$ cat src/design/tid_regs.svh
// Opcode codes, operand addresses, reset values and timing counts for the decoder.
`ifndef TID_REGS_SVH
`define TID_REGS_SVH
`define TID_BYTE_SUB 6'h02
`define TID_BYTE_DEC 6'h03
`define TID_BYTE_IOR 6'h04
`define TID_BYTE_AND 6'h05
`define TID_BYTE_XOR 6'h06
`define TID_BYTE_ADD 6'h07
`define TID_BYTE_MOVF 6'h08
`define TID_BYTE_COM 6'h09
`define TID_BYTE_INC 6'h0A
`define TID_BYTE_DECSZ 6'h0B
`define TID_BYTE_RRC 6'h0C
`define TID_BYTE_RLC 6'h0D
`define TID_BYTE_SWAP 6'h0E
`define TID_BYTE_INCSZ 6'h0F
`define TID_GRP_SPECIAL 6'h00
`define TID_GRP_CLEAR 6'h01
`define TID_SPC_NOP 5'h00
`define TID_SPC_OPTION 5'h02
`define TID_SPC_SLEEP 5'h03
`define TID_SPC_WDT 5'h04
`define TID_SPC_DIR_MIN 5'h05
`define TID_SPC_DIR_MAX 5'h07
`define TID_BIT_CLR 4'h4
`define TID_BIT_SET 4'h5
`define TID_BIT_SKIP_LOW 4'h6
`define TID_BIT_SKIP_HIGH 4'h7
`define TID_LIT_RETURN 4'h8
`define TID_LIT_CALL 4'h9
`define TID_LIT_JUMP 3'h5
`define TID_LIT_LOAD 4'hC
`define TID_LIT_OR 4'hD
`define TID_LIT_AND 4'hE
`define TID_LIT_XOR 4'hF
`define TID_TIMER_ADDR 5'h01
`define TID_PORT_ADDR 5'h06
`define TID_DIR_PORT_SEL 3'h6
`define TID_DIR_RESET 8'hFF
`define TID_OSC_PER_INSTR 4
`endif

$ cat src/design/tid_pkg.sv
// Types shared by the instruction decoder modules.
`default_nettype none
package tid_pkg;
  typedef enum logic [4:0] {
    OP_NOP, OP_ADD, OP_SUB, OP_AND, OP_OR, OP_XOR, OP_CLR, OP_MOVW, OP_MOVF, OP_COM,
    OP_INC, OP_DEC, OP_RLC, OP_RRC, OP_SWAP, OP_BCLR, OP_BSET, OP_BTEST, OP_LIT_AND,
    OP_LIT_OR, OP_LIT_XOR, OP_LIT_LOAD, OP_CALL, OP_RET, OP_JUMP, OP_OPTION, OP_SLEEP,
    OP_WDT, OP_DIR
  } tid_op_e;
  typedef enum logic [3:0] {
    PH_Q1 = 4'h1,
    PH_Q2 = 4'h2,
    PH_Q3 = 4'h4,
    PH_Q4 = 4'h8
  } tid_phase_e;
  typedef enum logic [1:0] {
    EX_RUN = 2'h1,
    EX_FLUSH = 2'h2
  } tid_exec_e;
  typedef enum logic [1:0] {
    SK_NONE, SK_ZERO, SK_BIT_LOW, SK_BIT_HIGH
  } tid_skip_e;
endpackage : tid_pkg
`default_nettype wire

$ cat src/design/tid_cycle_timer.sv
// Four-phase instruction cycle sequencer driven by the oscillator clock.
`default_nettype none
module tid_cycle_timer (
  input wire logic i_ref_clk,
  input wire logic i_rst_b,
  output logic o_q1,
  output logic o_q4
);
  tid_pkg::tid_phase_e phase_reg;
  tid_pkg::tid_phase_e phase_next;

  always_comb begin
    case (phase_reg)
      tid_pkg::PH_Q1: phase_next = tid_pkg::PH_Q2;
      tid_pkg::PH_Q2: phase_next = tid_pkg::PH_Q3;
      tid_pkg::PH_Q3: phase_next = tid_pkg::PH_Q4;
      tid_pkg::PH_Q4: phase_next = tid_pkg::PH_Q1;
      default: phase_next = tid_pkg::PH_Q1;
    endcase
  end

  // Reset lands in the last phase, so the first edge closes a cycle and the second takes a word.
  always_ff @(posedge i_ref_clk or negedge i_rst_b) begin
    if (!i_rst_b) begin
      phase_reg <= tid_pkg::PH_Q4;
    end else begin
      phase_reg <= phase_next;
    end
  end

  assign o_q1 = (phase_reg == tid_pkg::PH_Q1);
  assign o_q4 = (phase_reg == tid_pkg::PH_Q4);
endmodule : tid_cycle_timer
`default_nettype wire

$ cat src/design/tid_pin_sync.sv
// Two-stage synchroniser for the port pin levels.
`default_nettype none
module tid_pin_sync (
  input wire logic i_ref_clk,
  input wire logic i_rst_b,
  input wire logic [7:0] i_async,
  output logic [7:0] o_sync
);
  genvar g;
  generate
    for (g = 0; g < 8; g = g + 1) begin : g_bit
      logic meta_reg;
      logic sync_reg;
      always_ff @(posedge i_ref_clk or negedge i_rst_b) begin
        if (!i_rst_b) begin
          meta_reg <= 1'h0;
          sync_reg <= 1'h0;
        end else begin
          meta_reg <= i_async[g];
          sync_reg <= meta_reg;
        end
      end
      assign o_sync[g] = sync_reg;
    end
  endgenerate
endmodule : tid_pin_sync
`default_nettype wire

$ cat src/design/tid_decoder.sv
// Twelve-bit instruction decoder with skip sequencing and port side effects.
`include "tid_regs.svh"
`default_nettype none
// Overview of operation
// - Decode add and subtract, update C DC Z.
// - Destination bit picks accumulator or file register.
// - AND, OR, XOR with file update zero only.
// - Decrement/increment skip on zero, no flags.
// - Rotates through carry update only carry.
// - Bit clear/set one cycle, no flags.
// - Bit test skip discards prefetch, runs no-op.
// - Literal ops to accumulator, load leaves zero.
// - Call and literal return take two cycles.
// - PC writes clear bit 8 except jump.
// - Standby and watchdog clear touch timeout flags.
// - Direction load operand 6 copies accumulator.
// - Port read-modify-write uses sensed pin levels.
// - Marked timer writes clear assigned prescaler.
// - Four oscillator periods per instruction cycle.
module tid_decoder (
  input wire logic i_ref_clk,
  input wire logic i_rst_b,
  input wire logic [11:0] i_instr,
  input wire logic [7:0] i_acc,
  input wire logic i_result_zero,
  input wire logic i_tested_bit,
  input wire logic i_prescaler_on_timer,
  input wire logic [7:0] i_port_pins,
  output tid_pkg::tid_op_e o_op,
  output logic o_dest_file,
  output logic [4:0] o_file_addr,
  output logic [2:0] o_bit_sel,
  output logic [8:0] o_literal,
  output logic o_upd_c,
  output logic o_upd_dc,
  output logic o_upd_z,
  output logic o_pc_write,
  output logic o_pc_bit8_clear,
  output logic o_flag_wake_upd,
  output logic o_src_from_pins,
  output logic [7:0] o_pin_levels,
  output logic o_prescaler_clear,
  output logic [7:0] o_dir_latch,
  output logic o_flush,
  output logic o_cycle_start
);
  logic q1;
  logic q4;
  logic [7:0] pins_sync;
  tid_pkg::tid_exec_e exec_reg;
  tid_pkg::tid_skip_e skip_reg;
  tid_pkg::tid_op_e d_op;
  tid_pkg::tid_skip_e d_skip;
  logic d_c, d_dc, d_z, d_dest, d_pc, d_file, d_note4, d_has_d, d_dir;
  logic [5:0] grp;
  logic skip_taken;

  tid_cycle_timer u_cycle (
    .i_ref_clk(i_ref_clk),
    .i_rst_b(i_rst_b),
    .o_q1(q1),
    .o_q4(q4)
  );

  tid_pin_sync u_sync (
    .i_ref_clk(i_ref_clk),
    .i_rst_b(i_rst_b),
    .i_async(i_port_pins),
    .o_sync(pins_sync)
  );

  assign grp = i_instr[11:6];

  always_comb begin
    d_op = tid_pkg::OP_NOP;
    d_skip = tid_pkg::SK_NONE;
    d_c = 1'h0;
    d_dc = 1'h0;
    d_z = 1'h0;
    d_dest = i_instr[5];
    d_pc = 1'h0;
    d_file = 1'h1;
    d_note4 = 1'h1;
    d_has_d = 1'h1;
    d_dir = 1'h0;
    if (i_instr[11:10] == 2'h0 && grp != `TID_GRP_SPECIAL && grp != `TID_GRP_CLEAR) begin
      case (grp)
        `TID_BYTE_ADD: begin d_op = tid_pkg::OP_ADD; d_c = 1'h1; d_dc = 1'h1; d_z = 1'h1; end
        `TID_BYTE_SUB: begin d_op = tid_pkg::OP_SUB; d_c = 1'h1; d_dc = 1'h1; d_z = 1'h1; end
        `TID_BYTE_AND: begin d_op = tid_pkg::OP_AND; d_z = 1'h1; end
        `TID_BYTE_IOR: begin d_op = tid_pkg::OP_OR; d_z = 1'h1; end
        `TID_BYTE_XOR: begin d_op = tid_pkg::OP_XOR; d_z = 1'h1; end
        `TID_BYTE_DECSZ: begin d_op = tid_pkg::OP_DEC; d_skip = tid_pkg::SK_ZERO; end
        `TID_BYTE_INCSZ: begin d_op = tid_pkg::OP_INC; d_skip = tid_pkg::SK_ZERO; end
        `TID_BYTE_RLC: begin d_op = tid_pkg::OP_RLC; d_c = 1'h1; end
        `TID_BYTE_RRC: begin d_op = tid_pkg::OP_RRC; d_c = 1'h1; end
        `TID_BYTE_DEC: begin d_op = tid_pkg::OP_DEC; d_z = 1'h1; end
        `TID_BYTE_INC: begin d_op = tid_pkg::OP_INC; d_z = 1'h1; end
        `TID_BYTE_MOVF: begin d_op = tid_pkg::OP_MOVF; d_z = 1'h1; end
        `TID_BYTE_COM: begin d_op = tid_pkg::OP_COM; d_z = 1'h1; d_note4 = 1'h0; end
        `TID_BYTE_SWAP: d_op = tid_pkg::OP_SWAP;
        default: d_op = tid_pkg::OP_NOP;
      endcase
    end else if (grp == `TID_GRP_CLEAR) begin
      d_has_d = 1'h0;
      d_z = 1'h1;
      d_op = tid_pkg::OP_CLR;
      d_dest = i_instr[5];
      d_file = 1'h0;
      d_note4 = i_instr[5];
    end else if (grp == `TID_GRP_SPECIAL) begin
      d_has_d = 1'h0;
      d_file = 1'h0;
      d_note4 = 1'h0;
      if (i_instr[5]) begin
        d_op = tid_pkg::OP_MOVW;
        d_note4 = 1'h1;
        d_dest = 1'h1;
      end else begin
        d_dest = 1'h0;
        case (i_instr[4:0])
          `TID_SPC_NOP: d_op = tid_pkg::OP_NOP;
          `TID_SPC_OPTION: d_op = tid_pkg::OP_OPTION;
          `TID_SPC_SLEEP: d_op = tid_pkg::OP_SLEEP;
          `TID_SPC_WDT: d_op = tid_pkg::OP_WDT;
          default: begin
            if (i_instr[4:0] >= `TID_SPC_DIR_MIN && i_instr[4:0] <= `TID_SPC_DIR_MAX) begin
              d_op = tid_pkg::OP_DIR;
              d_dir = (i_instr[2:0] == `TID_DIR_PORT_SEL);
            end
          end
        endcase
      end
    end else begin
      d_has_d = 1'h0;
      d_dest = 1'h0;
      d_file = 1'h0;
      d_note4 = 1'h0;
      if (i_instr[11:9] == `TID_LIT_JUMP) begin
        d_op = tid_pkg::OP_JUMP;
        d_pc = 1'h1;
      end else begin
        case (i_instr[11:8])
          `TID_BIT_CLR: begin d_op = tid_pkg::OP_BCLR; d_dest = 1'h1; d_file = 1'h1; end
          `TID_BIT_SET: begin d_op = tid_pkg::OP_BSET; d_dest = 1'h1; d_file = 1'h1; end
          `TID_BIT_SKIP_LOW: begin d_op = tid_pkg::OP_BTEST; d_skip = tid_pkg::SK_BIT_LOW; end
          `TID_BIT_SKIP_HIGH: begin d_op = tid_pkg::OP_BTEST; d_skip = tid_pkg::SK_BIT_HIGH; end
          `TID_LIT_AND: begin d_op = tid_pkg::OP_LIT_AND; d_z = 1'h1; end
          `TID_LIT_OR: begin d_op = tid_pkg::OP_LIT_OR; d_z = 1'h1; end
          `TID_LIT_XOR: begin d_op = tid_pkg::OP_LIT_XOR; d_z = 1'h1; end
          `TID_LIT_LOAD: d_op = tid_pkg::OP_LIT_LOAD;
          `TID_LIT_CALL: begin d_op = tid_pkg::OP_CALL; d_pc = 1'h1; end
          `TID_LIT_RETURN: begin d_op = tid_pkg::OP_RET; d_pc = 1'h1; end
          default: d_op = tid_pkg::OP_NOP;
        endcase
        d_note4 = d_file;
        d_has_d = 1'h0;
      end
    end
  end

  // A discarded slot decodes as a no-op whatever word memory presents.
  always_ff @(posedge i_ref_clk or negedge i_rst_b) begin
    if (!i_rst_b) begin
      o_op <= tid_pkg::OP_NOP;
      skip_reg <= tid_pkg::SK_NONE;
      o_dest_file <= 1'h0;
      o_file_addr <= 5'h00;
      o_bit_sel <= 3'h0;
      o_literal <= 9'h000;
      o_upd_c <= 1'h0;
      o_upd_dc <= 1'h0;
      o_upd_z <= 1'h0;
      o_pc_write <= 1'h0;
      o_pc_bit8_clear <= 1'h0;
      o_flag_wake_upd <= 1'h0;
      o_src_from_pins <= 1'h0;
      o_prescaler_clear <= 1'h0;
      o_flush <= 1'h0;
    end else if (q1) begin
      if (exec_reg == tid_pkg::EX_FLUSH) begin
        o_op <= tid_pkg::OP_NOP;
        skip_reg <= tid_pkg::SK_NONE;
        o_dest_file <= 1'h0;
        o_upd_c <= 1'h0;
        o_upd_dc <= 1'h0;
        o_upd_z <= 1'h0;
        o_pc_write <= 1'h0;
        o_pc_bit8_clear <= 1'h0;
        o_flag_wake_upd <= 1'h0;
        o_src_from_pins <= 1'h0;
        o_prescaler_clear <= 1'h0;
        o_flush <= 1'h1;
      end else begin
        o_op <= d_op;
        skip_reg <= d_skip;
        o_dest_file <= d_dest;
        o_file_addr <= i_instr[4:0];
        o_bit_sel <= i_instr[7:5];
        o_literal <= i_instr[8:0];
        o_upd_c <= d_c;
        o_upd_dc <= d_dc;
        o_upd_z <= d_z;
        o_pc_write <= d_pc;
        o_pc_bit8_clear <= d_pc && i_instr[11:9] != `TID_LIT_JUMP;
        o_flag_wake_upd <= d_op == tid_pkg::OP_SLEEP || d_op == tid_pkg::OP_WDT;
        o_src_from_pins <= d_file && i_instr[4:0] == `TID_PORT_ADDR;
        o_prescaler_clear <= d_note4 && i_instr[4:0] == `TID_TIMER_ADDR
            && (!d_has_d || i_instr[5]) && i_prescaler_on_timer;
        o_flush <= 1'h0;
      end
    end
  end

  assign skip_taken = (skip_reg == tid_pkg::SK_ZERO && i_result_zero)
      || (skip_reg == tid_pkg::SK_BIT_LOW && !i_tested_bit)
      || (skip_reg == tid_pkg::SK_BIT_HIGH && i_tested_bit);

  // Branches and taken skips both cost a second cycle spent on a discarded slot.
  always_ff @(posedge i_ref_clk or negedge i_rst_b) begin
    if (!i_rst_b) begin
      exec_reg <= tid_pkg::EX_RUN;
    end else if (q4) begin
      if (o_pc_write || skip_taken) begin
        exec_reg <= tid_pkg::EX_FLUSH;
      end else begin
        exec_reg <= tid_pkg::EX_RUN;
      end
    end
  end

  always_ff @(posedge i_ref_clk or negedge i_rst_b) begin
    if (!i_rst_b) begin
      o_dir_latch <= `TID_DIR_RESET;
    end else if (q1 && exec_reg == tid_pkg::EX_RUN && d_dir) begin
      o_dir_latch <= i_acc;
    end
  end

  // Pins are sampled continuously; a read-modify-write sees levels three edges old.
  always_ff @(posedge i_ref_clk or negedge i_rst_b) begin
    if (!i_rst_b) begin
      o_pin_levels <= 8'h00;
      o_cycle_start <= 1'h0;
    end else begin
      o_pin_levels <= pins_sync;
      o_cycle_start <= q1;
    end
  end

  a_add_flags: assert property (@(posedge i_ref_clk) disable iff (!i_rst_b)
    (q1 && exec_reg == tid_pkg::EX_RUN && grp == `TID_BYTE_ADD)
    |=> (o_op == tid_pkg::OP_ADD && o_upd_c && o_upd_dc && o_upd_z))
    else $error("Add did not raise all three flag updates.");

  a_dest_select: assert property (@(posedge i_ref_clk) disable iff (!i_rst_b)
    (q1 && exec_reg == tid_pkg::EX_RUN && i_instr[11:10] == 2'h0 && grp[5:1] != 5'h00)
    |=> (o_dest_file == $past(i_instr[5])))
    else $error("Destination bit not followed.");

  a_logic_zero: assert property (@(posedge i_ref_clk) disable iff (!i_rst_b)
    (o_op == tid_pkg::OP_AND || o_op == tid_pkg::OP_OR || o_op == tid_pkg::OP_XOR)
    |-> (o_upd_z && !o_upd_c && !o_upd_dc))
    else $error("Logical file op flags wrong.");

  a_rotate_carry: assert property (@(posedge i_ref_clk) disable iff (!i_rst_b)
    (o_op == tid_pkg::OP_RLC || o_op == tid_pkg::OP_RRC) |-> (o_upd_c && !o_upd_z && !o_upd_dc))
    else $error("Rotate flags wrong.");

  a_skip_flush: assert property (@(posedge i_ref_clk) disable iff (!i_rst_b)
    (q4 && skip_taken) |-> ##2 (o_flush && o_op == tid_pkg::OP_NOP) ##1 o_flush[*3] ##1 !o_flush)
    else $error("Taken skip did not yield one discarded cycle.");

  a_pc_bit8: assert property (@(posedge i_ref_clk) disable iff (!i_rst_b)
    o_pc_write |-> (o_pc_bit8_clear == (o_op != tid_pkg::OP_JUMP)))
    else $error("Program counter bit 8 handling wrong.");

  a_dir_load: assert property (@(posedge i_ref_clk) disable iff (!i_rst_b)
    (q1 && exec_reg == tid_pkg::EX_RUN && i_instr == 12'h006) |=> (o_dir_latch == $past(i_acc)))
    else $error("Direction latch not loaded from accumulator.");

  a_cycle_period: assert property (@(posedge i_ref_clk) disable iff (!i_rst_b)
    o_cycle_start |=> (!o_cycle_start)[*3] ##1 o_cycle_start)
    else $error("Instruction cycle is not four clocks.");

  a_pins_source: assert property (@(posedge i_ref_clk) disable iff (!i_rst_b)
    (o_src_from_pins && !o_flush) |-> (o_file_addr == `TID_PORT_ADDR))
    else $error("Pin source selected for a non-port register.");

  a_wake_flags: assert property (@(posedge i_ref_clk) disable iff (!i_rst_b)
    o_flag_wake_upd |-> (o_op == tid_pkg::OP_SLEEP || o_op == tid_pkg::OP_WDT))
    else $error("Timeout flag update on wrong op.");

  a_bit_write_flags: assert property (@(posedge i_ref_clk) disable iff (!i_rst_b)
    (o_op == tid_pkg::OP_BCLR || o_op == tid_pkg::OP_BSET)
    |-> (o_dest_file && !o_upd_z && !o_upd_c && !o_upd_dc && !o_pc_write))
    else $error("Bit clear or set has wrong destination or flags.");

  a_lit_load_flags: assert property (@(posedge i_ref_clk) disable iff (!i_rst_b)
    (o_op == tid_pkg::OP_LIT_LOAD) |-> (!o_upd_z && !o_upd_c && !o_upd_dc && !o_dest_file))
    else $error("Literal load touched a flag or the file.");

  a_call_return: assert property (@(posedge i_ref_clk) disable iff (!i_rst_b)
    (o_op == tid_pkg::OP_CALL || o_op == tid_pkg::OP_RET) |-> (o_pc_write && o_pc_bit8_clear))
    else $error("Call or return did not write the program counter.");

  a_prescaler_addr: assert property (@(posedge i_ref_clk) disable iff (!i_rst_b)
    o_prescaler_clear |-> (o_file_addr == `TID_TIMER_ADDR && !o_flush))
    else $error("Prescaler clear outside a timer write.");
endmodule : tid_decoder
`default_nettype wire

$ cat config.mk
export PLATFORM = sky130hd
export DESIGN_NAME = tid_decoder
export DESIGN_NICKNAME = d
export VERILOG_FILES = /design/src/design/tid_pkg.sv /design/src/design/tid_cycle_timer.sv /design/src/design/tid_pin_sync.sv /design/src/design/tid_decoder.sv
export VERILOG_INCLUDE_DIRS = /design/src /design/src/design
export SDC_FILE = /design/constraint.sdc
export NUM_CORES = 1
export LEC_CHECK = 0
export ABC_CLOCK_PERIOD_IN_PS = 2800
export BUFFER_PORTS_ARGS = -buffer_cell sky130_fd_sc_hd__buf_2
export CAP_MARGIN = 20
export CORE_ASPECT_RATIO = 0.6
export CORE_MARGIN = 2
export CORE_UTILIZATION = 52
export DETAILED_ROUTE_END_ITERATION = 12
export PLACE_DENSITY = 0.84
export SETUP_SLACK_MARGIN = 0.1
export SYNTH_ARGS = -nofsm -noshare
export SYNTH_HDL_FRONTEND = slang
export SYNTH_SLANG_ARGS = --single-unit
$ cat constraint.sdc
create_clock -name i_ref_clk -period 2.8 [get_ports i_ref_clk]
set_input_delay 0.56 -clock i_ref_clk [delete_from_list [all_inputs] [get_ports i_ref_clk]]
set_output_delay 0.56 -clock i_ref_clk [all_outputs]
set_load 0.005 [all_outputs]
==> impl_metrics.json, run 1 <==
{
  "status": "finished, final reports clean",
  "first_pass_iters": 4,
  "clock_sinks": 65,
  "cts_resized": 0,
  "r2r_slack_ns": 0.60,
  "rsz0062_at_grt": "false",
  "drtIter0Drc": 168,
  "reg2reg_to": "o_flag_wake_upd",
  "core_area_um2": 5050,
  "tightestPinTransition_ns": 0.937,
  "wl_per_cell_um": 15.8,
  "power_density_nw_per_um2": 653,
  "drc": 0,
  "fin_tns_setup_ns": 0,
  "area_growth_pct": 22.2,
  "leakage_nw": 1.59,
  "synth_fa_ha_area_frac": 0,
  "crit_arrival_ns": 2.44,
  "layout.cells.non_filler": 371,
  "drv_cap": 0,
  "postSynthCellCount": 229,
  "cts.htree.levels": 3,
  "portBuffers": 81,
  "yosysWarnings": 0,
  "finalNetCount": 333,
  "hold_class": "input port to flip-flop",
  "synth.mux.area_fraction": 0.0732,
  "die-area_um2": 5870,
  "start_util": 0.541,
  "fin_hold_ws_ns": 0.330,
  "synth_sequential_area_ratio": 0.599,
  "hpwl_um": 4160,
  "synth_compound_area_frac": 0.120,
  "synth-simple-area-share": 0.140,
  "syn_nets": 262,
  "place_congestion": 0.859,
  "yosys_register_bits": 65,
  "die_y_um": 60.2,
  "crit_slowest_cell": "or4_1",
  "period_share": 0.786,
  "syn_area_um2": 2740,
  "rr_startpoint": "u_cycle.phase_reg[1]",
  "grt_pass1_vias": 1902,
  "startpoint": "u_cycle.phase_reg[1]",
  "final_common_cell": "buf_2",
  "skew_ns": 0.00518,
  "cts_made_buffers": 9,
  "antenna-diode-count": 0,
  "critPathKind": "flip-flop to flip-flop",
  "setup_violations": 0,
  "relSlewSlack": 0.375,
  "groute.usage.overall": 0.219,
  "ys_types": 47,
  "num_vias": 2042,
  "clock.fmax_ghz": 0.454,
  "setup.worst_path.end": "o_flag_wake_upd",
  "num_rows": 20,
  "worstPathMaxFanout": 21,
  "path_cells": "nor2_4, nand3b_4, clkinv_4, o21ai_2, or4_1, o31ai_1",
  "cts_buffer_depth": 2,
  "pin_count": 82,
  "drv_slew": 0,
  "grt_overflow_total": 0,
  "ys_async_sr_fraction": 1.00,
  "period_minus_slack_ns": 2.20,
  "hold_buffers": 0,
  "max_stage_delay_ns": 0.63,
  "synth_top_family_by_area": "simple AND/OR/NAND/NOR gates",
  "utilization": 0.661,
  "die_x_um": 97.6,
  "via_per_inst": 5.50,
  "synthXorXnorAreaFrac": 0.0128,
  "grt_max_degree": 66,
  "cts_tree": "built",
  "clk_pin_slew_ns": 0.07,
  "cts_root_buf": "clkbuf_8",
  "cp-end-kind": "flip-flop",
  "routed_wl_um": 5880,
  "place_inst": 355,
  "drive_gt1_frac": 0.443,
  "avgSynthCellArea_um2": 11.9,
  "cts_setup_buffers": 0,
  "power_mw": 2.18,
  "hold_viol_final": 0,
  "synthFlopType": "dfrtp_1",
  "r2r_cells": 6,
  "ant_nets": 0,
  "clk_latency_ns": 0.33,
  "crit_required_ns": 3.04,
  "critical_path.startpoint_type": "flip-flop",
  "final_cell_mix": "81 x buf_2, 55 x dfrtp_1, 23 x nand2_1",
  "grt_pass1_wl_um": 9650,
  "synth-edff-count": 0,
  "grt_antenna_before_repair": 0,
  "ir_drop_uv": 483
}
-- where the power goes --
part           switching (mW)  internal [mW]
Clock                   0.340          0.611
Sequential             0.0248          0.991
Combinational           0.123         0.0923
-- kinds of logic after synthesis --
logic type | Yosys count
AOI/OAI and AO/OA | 48
xor gates and xnor gates | 4
buffers and inverters | 26
DFF | 65
muxes | 18
and+or+nand+nor | 68
-- cell usage after synthesis (all sizes together), types with 3 or more instances --
cell type / n / area [um2]
a211oi: 4 / 30.0
clkbuf: 10 / 37.5
mux2: 16 / 180
o21ai: 13 / 68.8
dfrtp: 55 / 1380
nor2: 17 / 83.8
or2: 3 / 18.8
buf: 12 / 92.6
nor3: 7 / 35.0
o31ai: 3 / 22.5
dfstp: 10 / 263
a22o: 3 / 26.3
inv: 3 / 11.3
a21oi: 8 / 40.0
a32o: 4 / 40.0
nand2: 23 / 86.3
a31oi: 4 / 25.0
nand2b: 5 / 31.3
-- routing by layer --
layer	share of wire	global-route usage	routed length [um]
met1	0.44	0.297	2610
met2	0.44	0.323	2610
met3	0.10	0.0877	599
met4	0.010	0.0774	60
met5	0	0	0
-- layout make-up --
class | instances | area (um2)
Clock buffer | 10 | 138
Clock inverter | 6 | 105
Fill cell | 387 | 1710
Inverter | 4 | 20.0
Multi-Input combinational cell | 138 | 946
Sequential cell | 65 | 1640
Tap cell | 66 | 82.6
Timing Repair Buffer | 82 | 413
-- critical path, delay by kind of cell (launching register included) --
kind / cells / cell delay, ns
flops: 1 / 0.42
simple gates: 3 / 1.02
compound gates: 2 / 0.51
buf+inv: 1 / 0.15
-- worst min path at each step --
stage                              from                        to  slack [ns]  cells after the start
6_report                 i_port_pins[6]  u_sync.g_bit[6].meta_reg        0.33                      1
3_5_place_dp   u_sync.g_bit[2].meta_reg  u_sync.g_bit[2].sync_reg        0.33                      0
4_1_cts                  i_port_pins[6]  u_sync.g_bit[6].meta_reg        0.31                      1
2_1_floorplan                   i_rst_b               exec_reg[1]        0.26                      0
5_1_grt                  i_port_pins[6]  u_sync.g_bit[6].meta_reg        0.31                      1
3_3_place_gp   u_sync.g_bit[3].sync_reg           o_pin_levels[3]        0.33                      0
-- metrics by stage --
stage / cell area (um2) / setup WS (ns)
finish: 3340 / 0.598
global route: 3340 / 0.442
CTS: 3340 / 0.608
detailed placement: 3100 / 0.465
global placement: 3100 / 0.594
floorplan: 2740 / 0.886
Power figures use the tool's default switching activity.
==> run 2: changes to the inputs <==
--- a/config.mk
+++ b/config.mk
@@ -6,14 +6,14 @@
 export SDC_FILE = /design/constraint.sdc
 export NUM_CORES = 1
 export LEC_CHECK = 0
-export ABC_CLOCK_PERIOD_IN_PS = 2800
+export ABC_CLOCK_PERIOD_IN_PS = 2000
 export BUFFER_PORTS_ARGS = -buffer_cell sky130_fd_sc_hd__buf_2
 export CAP_MARGIN = 20
 export CORE_ASPECT_RATIO = 0.6
 export CORE_MARGIN = 2
-export CORE_UTILIZATION = 52
+export CORE_UTILIZATION = 46
 export DETAILED_ROUTE_END_ITERATION = 12
-export PLACE_DENSITY = 0.84
+export PLACE_DENSITY = 0.79
 export SETUP_SLACK_MARGIN = 0.1
 export SYNTH_ARGS = -nofsm -noshare
 export SYNTH_HDL_FRONTEND = slang
==> constraint.sdc (replaced) <==
create_clock -name i_ref_clk -period 2 [get_ports i_ref_clk]
set_input_delay 0.4 -clock i_ref_clk [delete_from_list [all_inputs] [get_ports i_ref_clk]]
set_output_delay 0.4 -clock i_ref_clk [all_outputs]
set_load 0.005 [all_outputs]
==> run 2 against run 1 <==
Effect of this change:
- sequential share of layout area down 1.6 points
- final area increased by 3.3%
- sequential power up 39%
- maximum frequency increased by 26%
- via count grew 0.69%
- largest cell class unchanged
- highest routed layer unchanged
==> impl_metrics.json, run 2 (synthesized netlist as in run 1, its figures left out) <==
{
  "r2r_slack_ns": 0.25,
  "crit_arrival_ns": 2.01,
  "cp_top_family": "simple AND/OR/NAND/NOR gates",
  "period_share": 0.875,
  "hold_start": "i_port_pins[2]",
  "worstPathMaxFanout": 8,
  "die_x_um": 104,
  "crit_required_ns": 2.26,
  "drv_cap": 0,
  "skew_ns": 0.00929,
  "layout.cells.non_filler": 398,
  "pin_count": 82,
  "cts_buffer_depth": 2,
  "groute.usage.overall": 0.199,
  "hpwl_um": 4490,
  "drc": 0,
  "finalNetCount": 346,
  "max_stage_delay_ns": 0.43,
  "clock.fmax_ghz": 0.571,
  "fin_tns_setup_ns": 0,
  "drv_slew": 0,
  "drtIter0Drc": 128,
  "grt_overflow_total": 0,
  "crit_buf_inv": 2,
  "place_inst": 381,
  "ant_nets": 0,
  "antenna-diode-count": 0,
  "leakage_nw": 1.65,
  "grt_antenna_before_repair": 0,
  "wl_per_cell_um": 15.0,
  "crit_slowest_cell": "dfrtp_1",
  "portBuffers": 81,
  "die-area_um2": 6600,
  "cts_tree": "built",
  "core_area_um2": 5650,
  "setup_violations": 0,
  "cts_root_buf": "clkbuf_8",
  "final_common_cell": "buf_2",
  "critPathKind": "flip-flop to flip-flop",
  "hold_end": "u_sync.g_bit[2].meta_reg",
  "cts.htree.levels": 3,
  "grt_max_degree": 39,
  "status": "finished, final reports clean",
  "routed_wl_um": 5990,
  "clock_sinks": 65,
  "hold_viol_final": 0,
  "via_per_inst": 5.17,
  "clk_latency_ns": 0.34,
  "die_y_um": 63.7,
  "cts_resized": 0,
  "critical_path.startpoint_type": "flip-flop",
  "relSlewSlack": 0.695,
  "start_util": 0.484,
  "num_vias": 2056,
  "rr_startpoint": "u_cycle.phase_reg[1]",
  "grt_pass1_wl_um": 10000,
  "place_congestion": 0.882,
  "drive_gt1_frac": 0.456,
  "path_cells": "nor2_4, nand3b_4, clkinv_4, nand4_1, nor4_4, buf_4, mux2_2",
  "period_minus_slack_ns": 1.75,
  "tightestPinTransition_ns": 0.451,
  "final_cell_mix": "81 x buf_2, 55 x dfrtp_1, 23 x nand2_1",
  "cp-end-kind": "flip-flop",
  "hold_class": "input port to flip-flop",
  "area_growth_pct": 26.3,
  "grt_pass1_vias": 1991,
  "clk_pin_slew_ns": 0.07,
  "rsz0062_at_grt": "false",
  "power_density_nw_per_um2": 826,
  "ir_drop_uv": 535,
  "num_rows": 21,
  "cts_made_buffers": 9,
  "reg2reg_to": "o_dir_latch[4]",
  "hold_depth": 1,
  "r2r_cells": 7,
  "first_pass_iters": 4
}
[run 2: cell count changes in the layout (fill, tap and decap cells not counted)]
cell,change
clkinv_4,+1
dlygate4sd3_1,+1
buf_4,+9
buf_12,+3
inv_6,+1
clkbuf_1,+2
clkinv_2,-2
bufinv_16,-2
[run 2: worst reg2reg max path, stage by stage (launching register included)]
cell and delay [ns]:
dfrtp_1 0.43, nor2_4 0.15, nand3b_4 0.10, clkinv_4 0.07
nand4_1 0.14, nor4_4 0.21, buf_4 0.23, mux2_2 0.35
[run 2: repair_timing]
| item | CTS | global route |
|---|---|---|
| buffers inserted | 0 | 0 |
| hold buffers | 1 | 0 |
| endpoints found under the hold margin | 2 | 0 |
[run 2: worst max path at each step]
stage	from	end	cells past startpoint
6_report	u_cycle.phase_reg[1]	o_dir_latch[4]	7
5_1_grt	u_cycle.phase_reg[1]	o_dir_latch[1]	7
4_1_cts	u_cycle.phase_reg[1]	o_dir_latch[6]	7
3_5_place_dp	i_instr[11]	o_dir_latch[6]	6
3_3_place_gp	i_instr[7]	o_dir_latch[1]	6
2_1_floorplan	i_instr[8]	o_dir_latch[0]	5
[run 2: layout make-up]
cell class	instances	area, um2
clock buffers	12	145
clock inverters	4	52.6
fillers	491	2200
inverters	4	20.0
multi-input cells	138	946
flip-flops and latches	65	1640
well taps	80	100
repair buffers	95	551
[run 2: report_power, final]
part           switching [mW]  internal [mW]
Sequential             0.0342           1.39
Combinational           0.175          0.153
Clock                   0.488          0.615
[run 2: stage by stage]
stage	utilization	setup slack (ns)	total power, mW	hold WS (ns)	area, um2
2_1_floorplan	-	0.246	1.61	0.104	2740
3_3_place_gp	0.575	0.135	1.77	0.215	3250
3_5_place_dp	0.575	0.0887	1.78	0.219	3250
4_1_cts	0.611	0.247	2.88	0.153	3450
5_1_grt	0.611	0.193	3.00	0.146	3450
6_report	0.611	0.249	2.85	0.165	3450
[run 2: metal layers]
layer  wire, um  vias up  global-route usage
met5          0        -                   0
met4         80        0              0.0456
met3        473        9              0.0694
met2       2570       87               0.284
met1       2870      996               0.293
li1           -      964                   -
